File: config.mk
export PLATFORM = sky130hd
export DESIGN_NAME = ufdb_bridge
export DESIGN_NICKNAME = d
export VERILOG_FILES = /design/src/ufdb_fifo.v /design/src/ufdb_byte_cnt.v /design/src/ufdb_bridge.v
export VERILOG_INCLUDE_DIRS = /design/src
export SDC_FILE = /design/constraint.sdc
export NUM_CORES = 1
export LEC_CHECK = 0
export BUFFER_PORTS_ARGS = -buffer_cell sky130_fd_sc_hd__buf_2
export CORE_MARGIN = 2
export CORE_UTILIZATION = 25
export DETAILED_ROUTE_END_ITERATION = 8
export SYNTH_ARGS = -nofsm -noshare
export SYNTH_HDL_FRONTEND = slang
export SYNTH_HIERARCHICAL = 1
export SYNTH_SLANG_ARGS = --single-unit
File: constraint.sdc
create_clock -name clk_i -period 3.2 [get_ports clk_i]
set_clock_uncertainty 0.2 [all_clocks]
set_input_delay 0.16 -clock clk_i [delete_from_list [all_inputs] [get_ports clk_i]]
set_output_delay 0.16 -clock clk_i [all_outputs]
set_load 0.005 [all_outputs]
File: src/ufdb_map.vh
`ifndef UFDB_MAP_VH
`define UFDB_MAP_VH

// ==========================================================
// Register offsets (byte addresses)
`define UFDB_OFS_IRQ_STATUS   16'h4800
`define UFDB_OFS_IRQ_ENABLE   16'h4804
`define UFDB_OFS_CORE_RESET   16'h4808
`define UFDB_OFS_IN_CTRL      16'h4900
`define UFDB_OFS_IN_CNT_LO    16'h4904
`define UFDB_OFS_IN_CNT_MID   16'h4908
`define UFDB_OFS_IN_CNT_HI    16'h490C
`define UFDB_OFS_OUT_CTRL     16'h4910
`define UFDB_OFS_OUT_CNT_LO   16'h4914
`define UFDB_OFS_OUT_CNT_MID  16'h4918
`define UFDB_OFS_OUT_CNT_HI   16'h491C
`define UFDB_OFS_IN_DATA      16'h4A00
`define UFDB_OFS_OUT_DATA     16'h4B00

// ==========================================================
// Field positions
`define UFDB_BIT_IN_DONE      0
`define UFDB_BIT_OUT_DONE     1
`define UFDB_BIT_GRP_LO       4
`define UFDB_BIT_GRP_HI       5
`define UFDB_BIT_SOFT_RESET   0
`define UFDB_BIT_DMA_ENABLE   0
`define UFDB_BIT_REQ_IDLE     1
`define UFDB_BIT_END_CAUSE    2

// ==========================================================
// Reset values
`define UFDB_RST_BYTE         8'h00
`define UFDB_RST_WORD         32'h00000000
`define UFDB_RST_COUNT        24'h000000

// ==========================================================
// Sizes
`define UFDB_FIFO_DEPTH       4
`define UFDB_FIFO_AW          2

`endif

File: src/ufdb_fifo.v
`timescale 1ns/10ps
module ufdb_fifo #(
	parameter WIDTH = 8,
	parameter DEPTH = 4,
	parameter AW    = 2
) (
	input  wire             clk_i,
	input  wire             rst_i,
	input  wire             in_valid_i,
	output wire             in_ready_o,
	input  wire [WIDTH-1:0] in_data_i,
	output wire             out_valid_o,
	input  wire             out_ready_i,
	output wire [WIDTH-1:0] out_data_o
);
	localparam [AW:0] FULL_COUNT = DEPTH;

	reg  [WIDTH-1:0] mem_reg [0:DEPTH-1];
	reg  [AW-1:0]    wr_ptr_reg;
	reg  [AW-1:0]    rd_ptr_reg;
	reg  [AW:0]      fill_reg;
	wire             push;
	wire             pop;

	assign in_ready_o  = (fill_reg != FULL_COUNT);
	assign out_valid_o = (fill_reg != {(AW+1){1'b0}});
	assign out_data_o  = mem_reg[rd_ptr_reg];
	assign push        = in_valid_i & in_ready_o;
	assign pop         = out_valid_o & out_ready_i;

	always @(posedge clk_i) begin
		if (push) begin
			mem_reg[wr_ptr_reg] <= in_data_i;
		end
	end

	always @(posedge clk_i or posedge rst_i) begin
		if (rst_i) begin
			wr_ptr_reg <= {AW{1'b0}};
			rd_ptr_reg <= {AW{1'b0}};
			fill_reg   <= {(AW+1){1'b0}};
		end else begin
			if (push) begin
				wr_ptr_reg <= wr_ptr_reg + {{(AW-1){1'b0}}, 1'b1};
			end
			if (pop) begin
				rd_ptr_reg <= rd_ptr_reg + {{(AW-1){1'b0}}, 1'b1};
			end
			if (push & ~pop) begin
				fill_reg <= fill_reg + {{AW{1'b0}}, 1'b1};
			end else if (pop & ~push) begin
				fill_reg <= fill_reg - {{AW{1'b0}}, 1'b1};
			end
		end
	end
endmodule

File: src/ufdb_byte_cnt.v
`timescale 1ns/10ps
`include "ufdb_map.vh"
module ufdb_byte_cnt (
	input  wire        clk_i,
	input  wire        rst_i,
	input  wire        ld_lo_i,
	input  wire        ld_mid_i,
	input  wire        ld_hi_i,
	input  wire [7:0]  ld_data_i,
	input  wire        dec_i,
	output reg  [23:0] count_o,
	output wire        last_o
);
	// The next decrement brings the count to zero
	assign last_o = (count_o == 24'h000001);

	always @(posedge clk_i or posedge rst_i) begin
		if (rst_i) begin
			count_o <= `UFDB_RST_COUNT;
		end else if (dec_i) begin
			if (count_o != 24'h000000) begin
				count_o <= count_o - 24'h000001;
			end
		end else begin
			if (ld_lo_i) begin
				count_o[7:0] <= ld_data_i;
			end
			if (ld_mid_i) begin
				count_o[15:8] <= ld_data_i;
			end
			if (ld_hi_i) begin
				count_o[23:16] <= ld_data_i;
			end
		end
	end
endmodule

File: src/ufdb_bridge.v
`timescale 1ns/10ps
`include "ufdb_map.vh"
module ufdb_bridge (
	input  wire        clk_i,
	input  wire        rst_i,
	input  wire [15:0] addr_i,
	input  wire        wr_i,
	input  wire        rd_i,
	input  wire [31:0] wdata_i,
	output reg  [31:0] rdata_o,
	output reg         irq_o,
	output reg         core_soft_reset_o,
	input  wire        core_group_lo_pending_i,
	input  wire        core_group_hi_pending_i,
	input  wire        in_core_dma_request_i,
	input  wire        out_core_dma_request_i,
	input  wire        out_core_transfer_stop_i,
	output reg         in_dmac_request_o,
	output reg         out_dmac_request_o,
	output wire [7:0]  in_core_data_o,
	output wire        in_core_valid_o,
	input  wire        in_core_ready_i,
	input  wire [7:0]  out_core_data_i,
	input  wire        out_core_valid_i,
	output wire        out_core_ready_o
);
	// ==========================================================
	// Address decode
	function sel;
		input [15:0] a;
		input [15:0] ofs;
		begin
			sel = (a == ofs);
		end
	endfunction

	wire w_irq_status = wr_i & sel(addr_i, `UFDB_OFS_IRQ_STATUS);
	wire w_irq_enable = wr_i & sel(addr_i, `UFDB_OFS_IRQ_ENABLE);
	wire w_core_reset = wr_i & sel(addr_i, `UFDB_OFS_CORE_RESET);
	wire w_in_ctrl    = wr_i & sel(addr_i, `UFDB_OFS_IN_CTRL);
	wire w_out_ctrl   = wr_i & sel(addr_i, `UFDB_OFS_OUT_CTRL);
	wire w_in_data    = wr_i & sel(addr_i, `UFDB_OFS_IN_DATA);
	wire r_out_data   = rd_i & sel(addr_i, `UFDB_OFS_OUT_DATA);

	// ==========================================================
	// State
	reg        in_done_flag_reg;
	reg        out_done_flag_reg;
	reg  [5:0] irq_enable_reg;
	reg        in_dma_enable_reg;
	reg        out_dma_enable_reg;
	reg        in_dma_end_cause_reg;
	reg        out_dma_end_cause_reg;
	reg        in_end_pend_reg;
	reg        out_end_pend_reg;
	reg        in_req_q_reg;

	// ==========================================================
	// Buffers
	wire       in_fifo_ready;
	wire       out_fifo_valid;
	wire [7:0] out_fifo_data;

	// In bytes are taken only while in DMA is enabled, out bytes are popped regardless; a write into a full buffer is dropped
	wire in_push = w_in_data & in_dma_enable_reg & in_fifo_ready;
	wire out_pop = r_out_data & out_fifo_valid;

	ufdb_fifo #(
		.WIDTH (8),
		.DEPTH (`UFDB_FIFO_DEPTH),
		.AW    (`UFDB_FIFO_AW)
	) u_in_fifo (
		.clk_i       (clk_i),
		.rst_i       (rst_i),
		.in_valid_i  (in_push),
		.in_ready_o  (in_fifo_ready),
		.in_data_i   (wdata_i[7:0]),
		.out_valid_o (in_core_valid_o),
		.out_ready_i (in_core_ready_i),
		.out_data_o  (in_core_data_o)
	);

	ufdb_fifo #(
		.WIDTH (8),
		.DEPTH (`UFDB_FIFO_DEPTH),
		.AW    (`UFDB_FIFO_AW)
	) u_out_fifo (
		.clk_i       (clk_i),
		.rst_i       (rst_i),
		.in_valid_i  (out_core_valid_i),
		.in_ready_o  (out_core_ready_o),
		.in_data_i   (out_core_data_i),
		.out_valid_o (out_fifo_valid),
		.out_ready_i (r_out_data),
		.out_data_o  (out_fifo_data)
	);

	// ==========================================================
	// Byte counters
	wire [23:0] in_byte_counter;
	wire [23:0] out_byte_counter;
	wire        in_last;
	wire        out_last;

	// Counter loads are ignored while the endpoint is enabled
	ufdb_byte_cnt u_in_cnt (
		.clk_i     (clk_i),
		.rst_i     (rst_i),
		.ld_lo_i   (wr_i & ~in_dma_enable_reg & sel(addr_i, `UFDB_OFS_IN_CNT_LO)),
		.ld_mid_i  (wr_i & ~in_dma_enable_reg & sel(addr_i, `UFDB_OFS_IN_CNT_MID)),
		.ld_hi_i   (wr_i & ~in_dma_enable_reg & sel(addr_i, `UFDB_OFS_IN_CNT_HI)),
		.ld_data_i (wdata_i[7:0]),
		.dec_i     (in_push),
		.count_o   (in_byte_counter),
		.last_o    (in_last)
	);

	ufdb_byte_cnt u_out_cnt (
		.clk_i     (clk_i),
		.rst_i     (rst_i),
		.ld_lo_i   (wr_i & ~out_dma_enable_reg & sel(addr_i, `UFDB_OFS_OUT_CNT_LO)),
		.ld_mid_i  (wr_i & ~out_dma_enable_reg & sel(addr_i, `UFDB_OFS_OUT_CNT_MID)),
		.ld_hi_i   (wr_i & ~out_dma_enable_reg & sel(addr_i, `UFDB_OFS_OUT_CNT_HI)),
		.ld_data_i (wdata_i[7:0]),
		.dec_i     (out_pop & out_dma_enable_reg),
		.count_o   (out_byte_counter),
		.last_o    (out_last)
	);

	// ==========================================================
	// End detection
	wire in_zero_end  = in_dma_enable_reg & in_push & in_last;
	wire out_zero_end = out_dma_enable_reg & out_pop & out_last;
	wire in_req_fall  = in_dma_enable_reg & in_req_q_reg & ~in_core_dma_request_i;
	wire out_core_end = out_dma_enable_reg & out_core_transfer_stop_i;
	wire in_drained   = in_end_pend_reg & ~in_core_valid_o;
	wire out_drained  = out_end_pend_reg & ~out_fifo_valid;
	wire in_done_set  = in_zero_end | in_drained;
	wire out_done_set = out_zero_end | out_drained;

	always @(posedge clk_i or posedge rst_i) begin
		if (rst_i) begin
			in_req_q_reg <= 1'b0;
		end else begin
			in_req_q_reg <= in_core_dma_request_i;
		end
	end

	// ==========================================================
	// In endpoint control
	always @(posedge clk_i or posedge rst_i) begin
		if (rst_i) begin
			in_dma_enable_reg    <= 1'b0;
			in_dma_end_cause_reg <= 1'b0;
			in_end_pend_reg      <= 1'b0;
		end else begin
			if (in_zero_end) begin
				in_dma_enable_reg    <= 1'b0;
				in_dma_end_cause_reg <= 1'b0;
			end else if (in_req_fall) begin
				in_dma_enable_reg <= 1'b0;
				in_end_pend_reg   <= 1'b1;
			end else if (w_in_ctrl) begin
				in_dma_enable_reg <= wdata_i[`UFDB_BIT_DMA_ENABLE];
				if (wdata_i[`UFDB_BIT_DMA_ENABLE]) begin
					in_dma_end_cause_reg <= 1'b0;
				end
			end
			if (in_drained) begin
				in_end_pend_reg      <= 1'b0;
				in_dma_end_cause_reg <= 1'b1;
			end
		end
	end

	// ==========================================================
	// Out endpoint control
	always @(posedge clk_i or posedge rst_i) begin
		if (rst_i) begin
			out_dma_enable_reg    <= 1'b0;
			out_dma_end_cause_reg <= 1'b0;
			out_end_pend_reg      <= 1'b0;
		end else begin
			if (out_zero_end) begin
				out_dma_enable_reg    <= 1'b0;
				out_dma_end_cause_reg <= 1'b0;
			end else if (out_core_end) begin
				out_dma_enable_reg <= 1'b0;
				out_end_pend_reg   <= 1'b1;
			end else if (w_out_ctrl) begin
				out_dma_enable_reg <= wdata_i[`UFDB_BIT_DMA_ENABLE];
				if (wdata_i[`UFDB_BIT_DMA_ENABLE]) begin
					out_dma_end_cause_reg <= 1'b0;
				end
			end
			if (out_drained) begin
				out_end_pend_reg      <= 1'b0;
				out_dma_end_cause_reg <= 1'b1;
			end
		end
	end

	// ==========================================================
	// Done flags, set wins over a clearing write
	always @(posedge clk_i or posedge rst_i) begin
		if (rst_i) begin
			in_done_flag_reg  <= 1'b0;
			out_done_flag_reg <= 1'b0;
		end else begin
			if (in_done_set) begin
				in_done_flag_reg <= 1'b1;
			end else if (w_irq_status & wdata_i[`UFDB_BIT_IN_DONE]) begin
				in_done_flag_reg <= 1'b0;
			end
			if (out_done_set) begin
				out_done_flag_reg <= 1'b1;
			end else if (w_irq_status & wdata_i[`UFDB_BIT_OUT_DONE]) begin
				out_done_flag_reg <= 1'b0;
			end
		end
	end

	// ==========================================================
	// Enables, core reset, interrupt and DMA requests
	wire [5:0] status_vec = {core_group_hi_pending_i, core_group_lo_pending_i, 2'b00,
		out_done_flag_reg, in_done_flag_reg};

	always @(posedge clk_i or posedge rst_i) begin
		if (rst_i) begin
			irq_enable_reg     <= 6'h00;
			core_soft_reset_o  <= 1'b0;
			irq_o              <= 1'b0;
			in_dmac_request_o  <= 1'b0;
			out_dmac_request_o <= 1'b0;
		end else begin
			if (w_irq_enable) begin
				irq_enable_reg <= wdata_i[5:0] & 6'h33;
			end
			if (w_core_reset) begin
				core_soft_reset_o <= wdata_i[`UFDB_BIT_SOFT_RESET];
			end
			irq_o <= |(status_vec & irq_enable_reg);
			// Requests stall while the in buffer is full; out requests follow buffered data
			in_dmac_request_o <= in_dma_enable_reg & in_core_dma_request_i & in_fifo_ready
				& ~in_zero_end & ~in_req_fall;
			out_dmac_request_o <= out_dma_enable_reg & out_fifo_valid & ~out_zero_end;
		end
	end

	// ==========================================================
	// Read data
	reg [7:0] rd_byte;

	always @* begin
		rd_byte = 8'h00;
		case (addr_i)
			`UFDB_OFS_IRQ_STATUS:  rd_byte = {2'b00, status_vec};
			`UFDB_OFS_IRQ_ENABLE:  rd_byte = {2'b00, irq_enable_reg};
			`UFDB_OFS_CORE_RESET:  rd_byte = {7'h00, core_soft_reset_o};
			`UFDB_OFS_IN_CTRL:     rd_byte = {5'h00, in_dma_end_cause_reg, ~in_core_dma_request_i,
				in_dma_enable_reg};
			`UFDB_OFS_OUT_CTRL:    rd_byte = {5'h00, out_dma_end_cause_reg, ~out_core_dma_request_i,
				out_dma_enable_reg};
			`UFDB_OFS_IN_CNT_LO:   rd_byte = in_byte_counter[7:0];
			`UFDB_OFS_IN_CNT_MID:  rd_byte = in_byte_counter[15:8];
			`UFDB_OFS_IN_CNT_HI:   rd_byte = in_byte_counter[23:16];
			`UFDB_OFS_OUT_CNT_LO:  rd_byte = out_byte_counter[7:0];
			`UFDB_OFS_OUT_CNT_MID: rd_byte = out_byte_counter[15:8];
			`UFDB_OFS_OUT_CNT_HI:  rd_byte = out_byte_counter[23:16];
			`UFDB_OFS_OUT_DATA:    rd_byte = out_fifo_valid ? out_fifo_data : 8'h00;
			default:               rd_byte = 8'h00;
		endcase
	end

	always @(posedge clk_i or posedge rst_i) begin
		if (rst_i) begin
			rdata_o <= `UFDB_RST_WORD;
		end else if (rd_i) begin
			rdata_o <= {24'h000000, rd_byte};
		end
	end
endmodule

== Yosys cells after proc, flatten, opt, wreduce, memory -nomap -nowiden ==
Memory sizes are Yosys's and may differ from the RTL's.
Index checks and enable logic that the tools add are counted.

* RAM bits: 64
* Bits in registers: 87
* Word-level logic and storage cells: 198
* Memories kept: 2

{| class="wikitable"
|+ Memory list
! name !! depth !! width !! read ports !! clocked after memory_dff !! write ports !! RTL line !! source
|-
| u_in_fifo.mem_reg || 4 || 8 || 1 || 0 || 1 || ufdb_fifo.v:18 || <nowiki>reg [WIDTH-1:0] mem_reg [0:DEPTH-1];</nowiki>
|-
| u_out_fifo.mem_reg || 4 || 8 || 1 || 0 || 1 || ufdb_fifo.v:18 ||
|}

* Add/subtract/negate cells: 10
* Bitwise logic cells: 58
* Eq/ne operators: 23
* Reduce and logical (&&, ||, !) cells: 33
* Multiplexer cells: 45

{| class="wikitable"
|+ Operators by type and width
! kind !! count
|-
| $eq 16x15->1 const B || 13
|-
| $mux 24 || 4
|-
| $pmux 8 s12 || 1
|-
| $mux 8 || 7
|-
| $eq 24x1->1 const B || 2
|-
| $reduce_bool 24->1 || 2
|-
| $sub 24x1->24 const B || 2
|-
| $and 1x1->1 || 42
|-
| $mux 1 || 29
|-
| $reduce_bool 2->1 || 12
|-
| $reduce_bool 3->1 || 8
|-
| $reduce_and 2->1 || 8
|-
| $not 1->1 || 13
|-
| $mux 3 || 4
|-
| $add 2x1->2 const B || 4
|-
| $add 3x1->3 const B || 2
|-
| $and 6x6->6 || 1
|-
| $ne 2x1->1 const B || 3
|-
| $ne 3x2->1 const B || 2
|-
| $ne 3x3->1 const B || 2
|-
| $reduce_and 3->1 || 2
|-
| $reduce_or 6->1 || 1
|-
| $sub 3x1->3 const B || 2
|-
| $ne 2x2->1 const B || 1
|-
| $or 1x1->1 || 2
|}

== Depth between registers and ports, before layout ==
Gate-level depths: netlist (run 1).

* Word-level depth: 9
* Gate-level depth with buffers: 12
* Gate-level depth less buffers: 11

== Modules after synthesis ==
The synthesis (run 1) kept the hierarchy.

{| class="wikitable"
|+ Modules (own cells, without submodules)
! module !! cells an instance !! area an instance (µm²) !! times used !! sequential area each (µm²)
|-
| ufdb_fifo || 78 || 1,595.3 || 2 || 1,136.1
|-
| ufdb_bridge || 237 || 2,074.5 || 1 || 625.6
|-
| ufdb_byte_cnt (u_in_cnt) || 190 || 1,701.6 || 1 || 600.6
|-
| ufdb_byte_cnt (u_out_cnt) || 188 || 1,629.1 || 1 || 600.6
|}

== Least setup slack after synthesis (run 1) ==
Ideal clock, no wire load.

* Kind: input to register
* From: in addr_i[10]
* To: reg u_in_fifo.fill_reg[2]
* Slack: -0.161 ns
* Path buffers: 2
* Data required time: 2.921 ns
* Stages on the path: 12
* Data arrival time: 3.082 ns
* Cells stage by stage: or4b_1 > buf_4 > or2_1 > buf_6 > nor3_1 > a21boi_4 > ha_1 > inv_1 > fa_1 > xor2_1 > nor2_1 > xor2_1

* Word-level cells in the longest chain between the ends: 8

{| class="wikitable"
|+ RTL lines
! what !! RTL line !! source
|-
| start, declared || ufdb_bridge.v:6 || <nowiki>input wire [15:0] addr_i,</nowiki>
|-
| $eq 16x15->1 (*) || ufdb_bridge.v:33 || <nowiki>sel = (a == ofs);</nowiki>
|-
| $and 1x1->1 (*) || ufdb_bridge.v:42 || <nowiki>wire w_in_data = wr_i & sel(addr_i, `UFDB_OFS_IN_DATA);</nowiki>
|-
| $and 1x1->1 (*) (2 in series) || ufdb_bridge.v:65 || <nowiki>wire in_push = w_in_data & in_dma_enable_reg & in_fifo_ready;</nowiki>
|-
| net in_push || ufdb_bridge.v:65 ||
|-
| $and 1x1->1 (*) || ufdb_fifo.v:28 || <nowiki>assign push = in_valid_i & in_ready_o;</nowiki>
|-
| net u_in_fifo.push || ufdb_fifo.v:22 || <nowiki>wire push;</nowiki>
|-
| $not 1->1 || ufdb_fifo.v:51 || <nowiki>end else if (pop & ~push) begin</nowiki>
|-
| $and 1x1->1 || ufdb_fifo.v:51 ||
|-
| $reduce_bool 2->1 (no source line) || - ||
|-
| end signal, assigned || ufdb_fifo.v:41 || <nowiki>fill_reg <= {(AW+1){1'b0}};</nowiki>
|-
| end signal, assigned || ufdb_fifo.v:50 || <nowiki>fill_reg <= fill_reg + {{AW{1'b0}}, 1'b1};</nowiki>
|-
| end signal, assigned || ufdb_fifo.v:52 || <nowiki>fill_reg <= fill_reg - {{AW{1'b0}}, 1'b1};</nowiki>
|-
| end, declared || ufdb_fifo.v:21 || <nowiki>reg [AW:0] fill_reg;</nowiki>
|}

The timed path passes the listed nets; every way through them passes the cells marked *.
A chain may end at the register's enable or synchronous reset.

== Worst setup path after layout (run 1) ==
* From: reg u_out_cnt.count_o[0]
* To: reg u_out_cnt.count_o[15]

* Word-level cells in the longest chain between the ends: 3

{| class="wikitable"
|+ RTL lines
! what !! RTL line !! source
|-
| start, declared || ufdb_byte_cnt.v:11 || <nowiki>output reg [23:0] count_o,</nowiki>
|-
| start signal, assigned || ufdb_byte_cnt.v:19 || <nowiki>count_o <= `UFDB_RST_COUNT;</nowiki>
|-
| start signal, assigned || ufdb_byte_cnt.v:22 || <nowiki>count_o <= count_o - 24'h000001;</nowiki>
|-
| start signal, assigned || ufdb_byte_cnt.v:26 || <nowiki>count_o[7:0] <= ld_data_i;</nowiki>
|-
| $sub 24x1->24 or $reduce_bool 24->1 (tied branches) || ufdb_byte_cnt.v:22, ufdb_byte_cnt.v:21 ||
|-
| $mux 24 or $ne 2x2->1 (tied branches) || - ||
|-
| $mux 24 or $reduce_and 2->1 (tied branches) || - ||
|}

Parallel ways exist; a longest one is shown, timed or not. The select of a mux whose other input is x is not followed.

==> flow_metrics.py, run 1 <==
metrics = {
    "routing": {
        "routed_wl_um": 26900,
        "postRouteAntennaNets": 0,
        "drt_first_pass_iters": 5,
        "first_iter_violations": 620,
        "detail_route.vias_per_cell": 5.25,
        "drt-wirelength-per-cell_um": 19.8,
        "post-route-drc-count": 0,
        "total_number_of_vias": 7140,
    },
    "synth": {
        "synth_flop_cell": "sky130_fd_sc_hd__dfrtp_1",
        "postSynth.asyncResetShare": 0.576,
        "yosys_warnings": 6,
        "synth_area_per_cell_sq_um": 11.1,
        "yosys.cell_types.count": 96,
        "seq_area_frac_synth": 0.477,
        "ys_ff_latch": 151,
        "post_synth_inst_count": 771,
        "netlist_top_cells_area": "sky130_fd_sc_hd__dfrtp_1 25%, sky130_fd_sc_hd__edfxtp_1 22%, sky130_fd_sc_hd__mux4_2 4.2%",
        "synthDominantCellAreaShare": 0.253,
        "syn_area_sq_um": 8600,
        "yosys-top-cells-count": "87 x sky130_fd_sc_hd__dfrtp_1, 64 x sky130_fd_sc_hd__edfxtp_1, 59 x sky130_fd_sc_hd__nand2_1",
        "most_common_cell_in_the_netlist": "sky130_fd_sc_hd__dfrtp_1",
        "yosys.area.top_type": "sky130_fd_sc_hd__dfrtp_1",
        "synth-edff-count": 64,
    },
    "final_layout": {
        "fillerInstances": 3479,
        "multi_input_area_sq_um": 4180,
        "sequential_cell_area_sq_um": 4100,
        "design.final.nets": 981,
        "drive_above_1_share": 0.231,
        "area_growth_from_synthesis_to_final_layout_pct": 21.8,
        "final_cell_count_no_fill": 1359,
        "post-route-cell-area_sq_um": 10500,
    },
    "power": {
        "irDropWorstVdd_mv": 0.441,
        "design_power_total_uw": 4820,
        "static-leakage-power_uw": 0.00410,
        "p_per_area_nw_per_um2": 460,
    },
    "global_routing": {
        "grt_pass1_vias": 7044,
        "number_of_antenna_violations_at_the_first_check_in_global_routing": 2,
        "grt_overflow": 0,
        "grt_max_degree": 26,
        "groute.usage.overall": 0.151,
        "grt_pass1_wl_um": 41200,
    },
    "placement": {
        "dpl_worst_slack_ns": 0.0569,
        "post_place_cells": 1300,
        "buffer_ports.inserted": 64,
        "post_dp_cell_area_sq_um": 9600,
        "gp_routability_congestion": 0.891,
        "post-dp-hpwl_um": 19600,
    },
    "timing": {
        "finalWorstSetupSlack_ns": 0.200,
        "fin_setup_tns_ns": 0,
        "setup_repair_after_global_routing_missed_its_margin": "no",
        "finalCriticalPeriod_ns": 3.00,
        "setup_violations": 0,
        "slew_headroom": 0.270,
        "final-hold-violation-count": 0,
        "final-max-slew-violation-count": 0,
        "final_min_period_over_clock_period": 0.938,
        "worst_slew_pin_slew_ns": 1.09,
        "fmax_ghz": 0.333,
    },
    "clocking": {
        "insertion_delay_ns": 0.44,
        "ctsResizeCount": 0,
        "cts-htree-levels": 4,
        "cts-buffers-inserted": 17,
        "clock_sinks": 151,
        "clock-root-buffer": "sky130_fd_sc_hd__clkbuf_16",
        "clockBufferDepth": 2,
        "tritoncts": "built",
        "clk_pin_slew_ns": 0.07,
    },
    "job": {
        "drv_cap": 0,
    },
    "setup_path": {
        "critical-path-top-delay-family": "simple AND/OR/NAND/NOR gates",
        "path_class": "reg2reg",
        "worst_path_largest_cell_delay_ns": 0.60,
        "crit_required_ns": 3.30,
        "setup.worst_path.start_class": "flop",
        "cp_slowest_cell": "sky130_fd_sc_hd__o31ai_2",
        "cell_by_cell_listing_of_the_critical_path": "inv_1 -> ha_1 -> or3b_2 -> or3_1 -> o31ai_2 -> buf_4 -> o211ai_1 -> o311ai_0",
        "worstPathMaxFanout": 12,
        "critPathCaptureType": "flop",
        "cp.arrival_ns": 3.10,
        "path_buf_inv": 2,
    },
    "run_status": {
        "status": "complete, no violations",
    },
    "floorplan": {
        "placementRows": 67,
        "dieArea_sq_um": 35900,
        "core_area_sq_um": 33700,
        "chipWidth_um": 189,
        "initial_standard_cell_utilization_of_the_core": 0.255,
        "ios": 113,
        "die_h_um": 189,
    },
    "min_path": {
        "timing.hold.worst.class": "in2reg",
    },
}
path summary, 6_finish.rpt:
path	from	to	slack [ns]	cells after the start
max	u_out_cnt/count_o[0]	u_out_cnt/count_o[15]	0.20	8
min	wdata_i[0]	u_in_fifo/mem_reg[2][0]	0.05	1
max reg2reg	u_out_cnt/count_o[0]	u_out_cnt/count_o[15]	0.20	8
min reg2reg	rdata_o[7]	rdata_o[7]	0.29	1
max in group asynchronous	rst_i	rdata_o[7]	1.69	3
min in group asynchronous	rst_i	u_out_fifo/wr_ptr_reg[0]	0.11	3
area by class of cell:
cell class	instances	share of cell area
antenna	2	0.000478
clock buffer	17	0.0406
clock inverter	15	0.0180
inverter	22	0.00789
multi-input combinational	567	0.399
sequential	151	0.391
tap	448	0.0535
timing repair buffer	137	0.0889
through the flow:
step                      hold slack (ns)   util
after floorplan                    -0.237      -
after global placement             0.0120  0.285
after detailed placement           0.0190  0.285
after CTS                          0.0283  0.311
after global routing               0.0369  0.311
final                              0.0525  0.311
report_power, final:
part / internal, uW / switching [uW]
Sequential: 2160 / 71.0
Combinational: 168 / 275
Clock: 1240 / 902
Total: 3570 / 1250
cells in the final DEF, fill, tap and decap left out, drive strengths merged, types with 13 or more instances in the layout:
cell	Yosys	final
buf	38	112
dfrtp	87	87
edfxtp	64	64
nand2	62	62
nor2	48	48
nor3	34	34
inv	21	27
dlygate4sd3	0	25
conb	1	24
a31oi	21	21
nand3	20	20
nor4	18	18
or3	18	18
clkbuf	16	17
a22oi	17	17
o21ai	17	17
ha	16	16
mux4	16	16
a21oi	15	15
or4	15	15
nand4	13	13
and2	13	13
a211oi	13	13
layer usage:
layer | part of all wire | global-route usage
met1 | 0.42 | 0.191
met2 | 0.48 | 0.251
met3 | 0.076 | 0.0386
met4 | 0.022 | 0.0483
met5 | 0.00048 | 0
cell families (layout without fill, tap and decap cells):
group,Yosys count,after routing,synth area share
AO/OA/AOI/OAI,177,177,0.157
XOR/XNOR,15,15,0.0153
AND/OR/NAND/NOR,298,298,0.209
multiplexers,35,35,0.0655
buffers and inverters,76,191,0.0483
flip-flops,151,151,0.477
adder cells (fa/ha/maj),18,18,0.0279
other,1,26,0.000436
what timing repair did:
item | CTS | global route
endpoints found under the setup margin | 0 | 0
hold buffers | 25 | 0
buffers inserted | 0 | 0
endpoints found under the hold margin | 172 | 0
Power figures use the tool's default switching activity.
==> run 2: changes to the inputs <==
--- a/config.mk
+++ b/config.mk
@@ -7,9 +7,11 @@
 export NUM_CORES = 1
 export LEC_CHECK = 0
 export BUFFER_PORTS_ARGS = -buffer_cell sky130_fd_sc_hd__buf_2
+export CAP_MARGIN = 20
 export CORE_MARGIN = 2
 export CORE_UTILIZATION = 25
 export DETAILED_ROUTE_END_ITERATION = 8
+export HOLD_SLACK_MARGIN = 0.1
 export SYNTH_ARGS = -nofsm -noshare
 export SYNTH_HDL_FRONTEND = slang
 export SYNTH_HIERARCHICAL = 1
==> constraint.sdc (replaced) <==
create_clock -name clk_i -period 2.65 [get_ports clk_i]
set_clock_uncertainty 0.2 [all_clocks]
set_input_delay 0.1325 -clock clk_i [delete_from_list [all_inputs] [get_ports clk_i]]
set_output_delay 0.1325 -clock clk_i [all_outputs]
set_load 0.005 [all_outputs]
==> flow_metrics.py, run 2 (synthesis gave the netlist of run 1 again) <==
metrics = {
    "setup_path": {
        "worstPathMaxFanout": 3,
        "cp_slowest_cell": "sky130_fd_sc_hd__or4b_4",
        "path_buf_inv": 2,
        "worst_r2r_startpoint": "u_out_cnt/count_o[0]",
        "critical-path-top-delay-family": "simple AND/OR/NAND/NOR gates",
        "cp.arrival_ns": 2.76,
        "setup.worst_path.start_class": "flop",
        "cell_by_cell_listing_of_the_critical_path": "inv_1 -> buf_4 -> ha_1 -> or4b_4 -> or2_4 -> or3b_4 -> or3_1 -> a31oi_1",
        "crit_required_ns": 2.80,
        "path_class": "reg2reg",
        "worst_path_largest_cell_delay_ns": 0.47,
        "crit_path_start": "u_out_cnt/count_o[0]",
        "critPathCaptureType": "flop",
        "regToRegSetupSlack_ns": 0.04,
    },
    "min_path": {
        "timing.hold.worst.class": "in2reg",
        "holdCritStartpoint": "addr_i[6]",
    },
    "global_routing": {
        "number_of_antenna_violations_at_the_first_check_in_global_routing": 0,
        "grt_pass1_wl_um": 42000,
        "groute.usage.overall": 0.153,
        "grt_overflow": 0,
        "grt_max_degree": 25,
        "grt_pass1_vias": 7396,
    },
    "floorplan": {
        "initial_standard_cell_utilization_of_the_core": 0.255,
        "core_area_sq_um": 33700,
        "chipWidth_um": 189,
        "ios": 113,
        "placementRows": 67,
        "die_h_um": 189,
        "dieArea_sq_um": 35900,
    },
    "power": {
        "irDropWorstVdd_mv": 0.478,
        "static-leakage-power_uw": 0.00457,
        "p_per_area_nw_per_um2": 519,
    },
    "placement": {
        "buffer_ports.inserted": 64,
        "post-dp-hpwl_um": 20200,
        "post_place_cells": 1381,
        "post_dp_cell_area_sq_um": 10300,
        "gp_routability_congestion": 0.926,
    },
    "final_layout": {
        "final_core_util": 0.336,
        "ant_diodes": 0,
        "design.final.nets": 1072,
        "final_cell_count_no_fill": 1448,
        "area_growth_from_synthesis_to_final_layout_pct": 31.7,
        "post-route-cell-area_sq_um": 11300,
        "mostFrequentLayoutCell": "sky130_fd_sc_hd__buf_4",
        "fillerInstances": 3429,
        "drive_above_1_share": 0.318,
        "layout_common_cells": "130 x sky130_fd_sc_hd__buf_4, 85 x sky130_fd_sc_hd__dfrtp_1, 64 x sky130_fd_sc_hd__buf_2, 64 x sky130_fd_sc_hd__edfxtp_1, 58 x sky130_fd_sc_hd__nand2_1",
    },
    "timing": {
        "final-max-slew-violation-count": 0,
        "final.hold.worst_slack_ns": 0.148,
        "setup_violations": 0,
        "final_min_period_over_clock_period": 0.984,
        "slew_headroom": 0.600,
        "finalCriticalPeriod_ns": 2.61,
        "worst_slew_pin_slew_ns": 0.600,
        "fmax_ghz": 0.383,
        "setup_repair_after_global_routing_missed_its_margin": "yes",
        "final-hold-violation-count": 0,
    },
    "routing": {
        "total_number_of_vias": 7397,
        "post-route-drc-count": 0,
        "first_iter_violations": 629,
        "postRouteAntennaNets": 0,
        "routed_wl_um": 27100,
        "drt_first_pass_iters": 6,
        "detail_route.vias_per_cell": 5.11,
        "drt-wirelength-per-cell_um": 18.7,
    },
    "clocking": {
        "clockBufferDepth": 2,
        "insertion_delay_ns": 0.44,
        "tritoncts": "built",
        "clock_sinks": 151,
        "clk_pin_slew_ns": 0.07,
        "cts-htree-levels": 4,
        "cts-buffers-inserted": 17,
        "clock-root-buffer": "sky130_fd_sc_hd__clkbuf_16",
    },
    "job": {
        "drv_cap": 0,
    },
    "run_status": {
        "status": "complete, no violations",
    },
}
-- run 2: cell types whose count changed in the layout (fill, tap and decap cells not counted), sizes merged --
cell         previous run  this run
buf                   112       196
dlygate4sd3            25        32
clkinvlp                3         1
diode                   2         0
bufinv                  3         4
clkbuf                 17        18
clkinv                  4         5
inv                    27        26
-- run 2: per-layer routing --
layer	vias up	wire, um	track usage
li1	3416	-	-
met1	3700	12000	0.198
met2	239	13000	0.253
met3	42	1490	0.0308
met4	0	629	0.0534
met5	-	0	0
-- run 2: path summary, 6_finish.rpt --
kind / to / cells after the start
setup reg to reg: u_out_cnt/count_o[20] / 8
min in group asynchronous: u_in_fifo/fill_reg[1] / 4
hold reg to reg: out_end_pend_reg / 1
setup / recovery: u_out_cnt/count_o[20] / 8
hold / removal: rdata_o[1] / 5
max in group asynchronous: in_end_pend_reg / 6
-- run 2: tightest hold or removal path: stages --
cell and delay (ns):
sky130_fd_sc_hd__buf_2 0.10, sky130_fd_sc_hd__nor3_1 0.08, sky130_fd_sc_hd__nand4_1 0.11, sky130_fd_sc_hd__a21o_1 0.24, sky130_fd_sc_hd__a32oi_1 0.09
-- run 2: final cells by class --
type	instances	area, sq um	share of cell area
repair buffers	228	1650	0.146
flip-flops and latches	151	4100	0.362
well taps	448	561	0.0495
clock inverters	14	196	0.0174
multi-input cells	567	4300	0.380
clock buffers	18	429	0.0379
inverters	22	82.6	0.00730
-- run 2: stage by stage --
step | worst slack, ns | power [uW] | setup TNS [ns]
final | 0.0419 | 5870 | 0
after global routing | -0.0118 | 6090 | -0.0118
after CTS | 0.00384 | 5930 | 0
after detailed placement | -0.165 | 3270 | -3.30
after global placement | -0.184 | 3250 | -2.40
after floorplan | -0.244 | 3050 | -0.607
-- run 2: report_power, final --
group	switching [uW]	internal [uW]
registers	87.7	2610
logic	331	223
clock network	1030	1590
-- run 2: what timing repair did --
item	CTS	global route
hold endpoints to repair	217	0
resized for setup	3	13
pin swaps	3	4
endpoints found under the setup margin	8	23
setup buffers	1	2
hold buffers	32	0
